--- config.mk ---
export PLATFORM = sky130hd
export DESIGN_NAME = pcrs_port_regs
export DESIGN_NICKNAME = d
export VERILOG_FILES = /design/src/inc/pcrs_pkg.sv /design/src/inc/pcrs_fold_if.sv /design/src/hw/pcrs_foldback.sv /design/src/hw/pcrs_port_regs.sv
export SDC_FILE = /design/constraint.sdc
export NUM_CORES = 1
export LEC_CHECK = 0
export ABC_AREA = 0
export CAP_MARGIN = 20
export CORE_AREA = 2 2 55 57
export DETAILED_ROUTE_END_ITERATION = 8
export DIE_AREA = 0 0 57 59
export DONT_BUFFER_PORTS = 1
export GPL_TIMING_DRIVEN = 0
export MAX_ROUTING_LAYER = met4
export SETUP_SLACK_MARGIN = 0.15
export SLEW_MARGIN = 40
export SYNTH_ARGS = -nofsm -noshare
export SYNTH_HDL_FRONTEND = slang
export SYNTH_SLANG_ARGS = --single-unit
export TNS_END_PERCENT = 20
--- constraint.sdc ---
create_clock -name CLK_SYS -period 1.15 [get_ports CLK_SYS]
set_input_delay 0.23 -clock CLK_SYS [delete_from_list [all_inputs] [get_ports CLK_SYS]]
set_output_delay 0.23 -clock CLK_SYS [all_outputs]
set_load 0.005 [all_outputs]
--- src/inc/pcrs_pkg.sv ---
// Package: register offsets, field positions and reset values of the port register bank
package pcrs_pkg;
  localparam int          ADDR_W       = 4;
  localparam int          DATA_W       = 16;
  localparam int          CUR_W        = 12;
  // Register offsets within one port's address block
  localparam logic [3:0]  OFS_CFG0     = 4'h3;
  localparam logic [3:0]  OFS_RESULT   = 4'h6;
  localparam logic [3:0]  OFS_DIAG     = 4'h7;
  // Field positions
  localparam int          CUR_LSB      = 0;
  localparam int          NEW_BIT      = 12;
  localparam int          MISS_BIT     = 13;
  localparam int          FPOS_BIT     = 0;
  localparam int          FNEG_BIT     = 1;
  localparam int          FOLD_DIS_BIT = 9;
  // Reset values
  localparam logic [11:0] CUR_RST      = 12'h000;
  localparam logic [15:0] RDATA_RST    = 16'h0000;
  localparam logic        FLAG_RST     = 1'b0;

  // Whole state of the register bank
  typedef struct packed {
    logic [11:0] cur;
    logic        fresh;
    logic        missed;
    logic        f_pos;
    logic        f_neg;
    logic        fold_dis;
    logic [15:0] rdata;
  } pcrs_regs_t;

  // State of the foldback stage
  typedef struct packed {
    logic active;
  } pcrs_fold_t;
endpackage : pcrs_pkg

--- src/inc/pcrs_fold_if.sv ---
// Interface: signals between the register bank and the foldback stage
`timescale 1ns/10ps
interface pcrs_fold_if;
  logic vds_high;     // Drain-source above threshold
  logic fold_dis;     // Foldback suppressed by software
  logic fold_active;  // Current limit lowered

  modport ctl (output vds_high, output fold_dis, input fold_active);
  modport fb  (input vds_high, input fold_dis, output fold_active);
endinterface : pcrs_fold_if

--- src/hw/pcrs_foldback.sv ---
// Foldback stage: decides when the port current limit is lowered
`timescale 1ns/10ps
module pcrs_foldback (
  input  wire logic CLK_SYS, // System clock
  input  wire logic RST,     // Asynchronous reset, active high
  pcrs_fold_if.fb   fold     // Comparator in, control in, foldback out
);
  pcrs_pkg::pcrs_fold_t st_r;
  pcrs_pkg::pcrs_fold_t st_nxt;

  // Lower the limit while the transistor sees high voltage, unless disabled
  always_comb begin
    st_nxt        = st_r;
    st_nxt.active = fold.vds_high & ~fold.fold_dis;
  end

  // State register
  always_ff @(posedge CLK_SYS or posedge RST) begin
    if (RST) begin
      st_r <= '0;
    end else begin
      st_r <= st_nxt;
    end
  end

  assign fold.fold_active = st_r.active;
endmodule : pcrs_foldback

--- src/hw/pcrs_port_regs.sv ---
// Port register bank: current readout, diagnosis forcing and foldback control
// Overview of operation
// - A fresh current result from the port converter sets the new-result flag, bit 12.
// - A result that replaces one the host never read sets the overrun flag, bit 13.
// - The latest current sits in bits 11..0 of the read-only result register; bits 15..14 read 0.
// - A one in bit 1 of the diagnosis register makes the negative output look power-bad.
// - A one in bit 0 of the diagnosis register makes the positive output look power-bad.
// - The current limit folds back when drain-source is above 12 V, unless config bit 9 is set.
`timescale 1ns/10ps
module pcrs_port_regs (
  input  wire logic        CLK_SYS,         // System clock, 250 MHz
  input  wire logic        RST,             // Asynchronous reset, active high
  input  wire logic [3:0]  REG_ADDR,        // Register offset within the port
  input  wire logic        REG_WR,          // Write strobe, one cycle
  input  wire logic        REG_RD,          // Read strobe, one cycle
  input  wire logic [15:0] REG_WDATA,       // Write data
  output logic      [15:0] REG_RDATA,       // Read data, valid the cycle after REG_RD
  input  wire logic        ADC_VALID,       // Converter stores a new result, one cycle
  input  wire logic [11:0] ADC_DATA,        // Converter source-current result
  input  wire logic        POS_PGOOD_RAW,   // Positive output power-good comparator
  input  wire logic        NEG_PGOOD_RAW,   // Negative output power-good comparator
  input  wire logic        VDS_HIGH,        // Drain-source above 12 V comparator
  output logic             POS_PGOOD,       // Positive output power-good after forcing
  output logic             NEG_PGOOD,       // Negative output power-good after forcing
  output logic             FOLDBACK_ACTIVE  // Current limit lowered
);
  pcrs_pkg::pcrs_regs_t st_r;
  pcrs_pkg::pcrs_regs_t st_nxt;
  logic                 rd_result;
  logic                 rd_diag;
  logic                 rd_cfg;
  logic                 wr_diag;
  logic                 wr_cfg;

  pcrs_fold_if fold ();

  // Address decode of the host strobes
  assign rd_result = REG_RD && (REG_ADDR == pcrs_pkg::OFS_RESULT);
  assign rd_diag   = REG_RD && (REG_ADDR == pcrs_pkg::OFS_DIAG);
  assign rd_cfg    = REG_RD && (REG_ADDR == pcrs_pkg::OFS_CFG0);
  assign wr_diag   = REG_WR && (REG_ADDR == pcrs_pkg::OFS_DIAG);
  assign wr_cfg    = REG_WR && (REG_ADDR == pcrs_pkg::OFS_CFG0);

  // Next state of the register bank
  always_comb begin
    st_nxt = st_r;
    // A read consumes the flags; a result in the same cycle sets the new-result flag again, not the overrun flag
    if (rd_result) begin
      st_nxt.fresh  = 1'b0;
      st_nxt.missed = 1'b0;
    end
    if (ADC_VALID) begin
      st_nxt.cur   = ADC_DATA;
      st_nxt.fresh = 1'b1;
      if (st_r.fresh && !rd_result) begin
        st_nxt.missed = 1'b1;
      end
    end
    // Diagnosis and configuration writes
    if (wr_diag) begin
      st_nxt.f_pos = REG_WDATA[pcrs_pkg::FPOS_BIT];
      st_nxt.f_neg = REG_WDATA[pcrs_pkg::FNEG_BIT];
    end
    if (wr_cfg) begin
      st_nxt.fold_dis = REG_WDATA[pcrs_pkg::FOLD_DIS_BIT];
    end
    // Read data: unmapped offsets and reserved bits return zero
    st_nxt.rdata = pcrs_pkg::RDATA_RST;
    if (rd_result) begin
      st_nxt.rdata[pcrs_pkg::CUR_LSB +: pcrs_pkg::CUR_W] = st_r.cur;
      st_nxt.rdata[pcrs_pkg::NEW_BIT]                    = st_r.fresh;
      st_nxt.rdata[pcrs_pkg::MISS_BIT]                   = st_r.missed;
    end else if (rd_diag) begin
      st_nxt.rdata[pcrs_pkg::FPOS_BIT] = st_r.f_pos;
      st_nxt.rdata[pcrs_pkg::FNEG_BIT] = st_r.f_neg;
    end else if (rd_cfg) begin
      st_nxt.rdata[pcrs_pkg::FOLD_DIS_BIT] = st_r.fold_dis;
    end
  end

  // State register
  always_ff @(posedge CLK_SYS or posedge RST) begin
    if (RST) begin
      st_r.cur      <= pcrs_pkg::CUR_RST;
      st_r.fresh    <= pcrs_pkg::FLAG_RST;
      st_r.missed   <= pcrs_pkg::FLAG_RST;
      st_r.f_pos    <= pcrs_pkg::FLAG_RST;
      st_r.f_neg    <= pcrs_pkg::FLAG_RST;
      st_r.fold_dis <= pcrs_pkg::FLAG_RST;
      st_r.rdata    <= pcrs_pkg::RDATA_RST;
    end else begin
      st_r <= st_nxt;
    end
  end

  // Foldback stage
  assign fold.vds_high = VDS_HIGH;
  assign fold.fold_dis = st_r.fold_dis;

  pcrs_foldback u_fold (
    .CLK_SYS (CLK_SYS),
    .RST     (RST),
    .fold    (fold.fb)
  );

  // Outputs; forcing masks the comparators so the port reacts as to a real fault
  assign REG_RDATA       = st_r.rdata;
  assign POS_PGOOD       = POS_PGOOD_RAW & ~st_r.f_pos;
  assign NEG_PGOOD       = NEG_PGOOD_RAW & ~st_r.f_neg;
  assign FOLDBACK_ACTIVE = fold.fold_active;
endmodule : pcrs_port_regs

==> metrics.csv <==
metric;value;unit
Worst R2R Start;st_r[17];
antenna diode count;0;
crit path buf inv count;0;
clock network power share;30.6;%
CP top delay family;flip-flops;
first-pass GRT wire length;3.17;mm
DRT antenna net count;0;
Synth Area in XOR/XNOR;0;%
Routed WL;1.97;mm
post-synth cell types;23;
Worst slew margin;57.0;%
CTS tree;done;
Post-synth EDFFs;0;
Clock Skew;6.48;ps
R2R Setup Slk;90;ps
Flop pwr share;59.6;%
Port-buffer cells;0;
combinational fraction of design power;9.8;%
Core ar.;0.00271;mm²
Remaining Overflow, GRT;0;
Setup Crit Path Kind;flip-flop to primary output;
RSZ-0062 raised after global routing;yes;
crit path time final;1080;ps
largest area contributor in the netlist;dfrtp_1;
initial antenna violation count;0;
Tcrit/Tclk final;93.7;%
die area;0.00336;mm²
gpl congestion;0.655;
Post-Synth Adder-Cell Area;0;%
P_int;1.63;mW
max-slew violations;0;
synthesized cell area;0.00134;mm²
layout cell share with drive strength beyond 1;33.9;%
worst endpoint data arrival time;850;ps
Clock Path Buffers;2;
Core Util, Final;55.0;%
Fin Setup TNS;0;ps
main combinational cell family by area after synthesis;multiplexers;
TritonCTS Sinks;32;
complex-gate fraction of the synthesized area;1.31;%
P&R area growth vs syn;11.5;%
GRT Total Usage;13.3;%
I/O Pins;59;
total power;2.09;mW
DR vias/cell;4.83;
sequential share of the synthesized area;59.9;%
top cells by area, synth;dfrtp_1, mux2_1, buf_4;
Die Y;59;µm
CTS Root Cell;clkbuf_4;
Lkg Pwr;0.732;nW
Worst VDD drop;1060;µV
routed len/inst;13.8;µm
slowest stage cell, crit path;dfrtp_1;
power per cell area;1400;mW/mm²
Syn Area/Cell;13.5;µm²
count leader, synth;dfrtp_1;
#FFs+latches synth;32;
Post-synth ARST share;100;%
Die W;57;µm
largest net degree at the start of global routing;33;
drt initial violations;4;
clock slew at reported path FFs;90;ps
R2R cell count;3;
Hold Path Class;input pin to flip-flop;
Worst Hold Path EP;st_r[21];
vias in the first global route;713;
Skew-Pair Late Insertion Delay;320;ps
multiplexer area fraction after synthesis;14.1;%
highest net fanout along the worst path;2;
Synth top area share;59.9;%
type of origin of the critical path;flip-flop;
Initial Util;49.4;%
CTS HTree Levels;2;
YS warnings;0;
Sw Ratio;22.2;%
DRC Markers;0;
status;finished clean;
FP Rows;19;
worst-margin pin slew;645;ps
slack of the critical path;73.0;ps
CP Capture Type;primary output;
Setup WS pre-CTS;14.5;ps
Synth Area in Simple Gates;13.1;%
Final Hold Violating Endpoints;0;
hpwl dp;1.39;mm
Synth Instances;99;
Psw;463;µW
worst path cell trace;nor2b_2;
crit-path max cell delay;400;ps
Finish-stage setup viols;0;
max-cap viol count;0;
Achievable Freq;928;MHz
Hold Path Origin;ADC_DATA[0];
Worst Hold Depth;1;
RR Endpoint;st_r[17];
total CTS buffers;5;
Synth Flop Type;dfrtp_1;
Post-synth top cells;dfrtp_1, buf_4, mux2_1;
Nets;151;
First-pass DRT Iterations;2;
CP Data Required Time;920;ps
via count;690;
## per-stage QoR
step,hold WS [ps],instances,instance area [µm²]
after floorplan,346,100,1350
after global placement,366,131,1380
after detailed placement,247,131,1380
after CTS,22.4,142,1470
after global routing,13.7,143,1490
final,40.6,143,1490
## power by group through the flow
stage	clock network [mW]	registers [mW]	logic, mW
after floorplan	0	1.25	0.139
after global routing	0.714	1.25	0.230
after CTS	0.670	1.24	0.193
final	0.639	1.25	0.204
after detailed placement	0	1.27	0.162
after global placement	0	1.27	0.157
## state kept, by name, summed over array words and instances (netlist names)
register	count
st_r	16
REG_RDATA	14
fold.fold_dis	1
u_fold.fold.fold_active	1
## routing by layer
layer  share of wire (%)  GRT usage [%]
met4                 1.2           7.97
met1                  41           14.8
met5                   0              -
met3                 6.7           4.59
met2                  51           20.7
## placed cells by master, fill, tap and decap left out, types with 2 or more instances in the layout
| cell type | n |
|---|---|
| mux2i_1 | 2 |
| clkbuf_4 | 5 |
| and2_1 | 10 |
| nor3_1 | 2 |
| nor2b_2 | 2 |
| dfrtp_1 | 32 |
| clkbuf_1 | 2 |
| conb_1 | 2 |
| nor2_1 | 3 |
| mux2_2 | 3 |
| mux2_1 | 12 |
| buf_6 | 3 |
| buf_4 | 17 |
## worst register-to-register path, stage by stage (launching register included)
cell and delay, ps:
dfrtp_1 400, buf_4 140, buf_4 130, mux2_1 280
## worst max path at each step
stage           startpoint                       to  slack, ps  cells after the start
3_3_place_gp           RST  u_fold.fold.fold_active        -60                      1
6_report          st_r[17]                NEG_PGOOD         70                      1
4_1_cts           st_r[17]                NEG_PGOOD         40                      1
3_5_place_dp   REG_ADDR[0]                 st_r[17]         10                      4
5_1_grt           st_r[18]                POS_PGOOD         30                      1
2_1_floorplan  REG_ADDR[0]                 st_r[17]        120                      4
## cells by family (layout without fill, tap and decap cells)
| kind of cell | after synthesis | count (layout) |
|---|---|---|
| compound gates | 3 | 3 |
| other cells | 1 | 2 |
| mux | 17 | 17 |
| buf+inv | 21 | 33 |
| simple gates | 25 | 25 |
| flops | 32 | 32 |
## what timing repair did
action / in CTS / in global routing
hold buffers: 1 / 0
setup endpoints to repair: 16 / 23
buffers inserted: 2 / 1
resized for setup: 1 / 4
endpoints found under the hold margin: 32 / 0
## area by class of cell
| type | count | area, µm² |
|---|---|---|
| well taps | 31 | 38.8 |
| fillers | 255 | 1220 |
| plain buffers | 19 | 159 |
| flip-flops and latches | 32 | 801 |
| multi-input cells | 47 | 394 |
| clock buffers | 8 | 58.8 |
| repair buffers | 4 | 32.5 |
| inverters | 2 | 7.51 |
(Power assumes the default switching activity.)
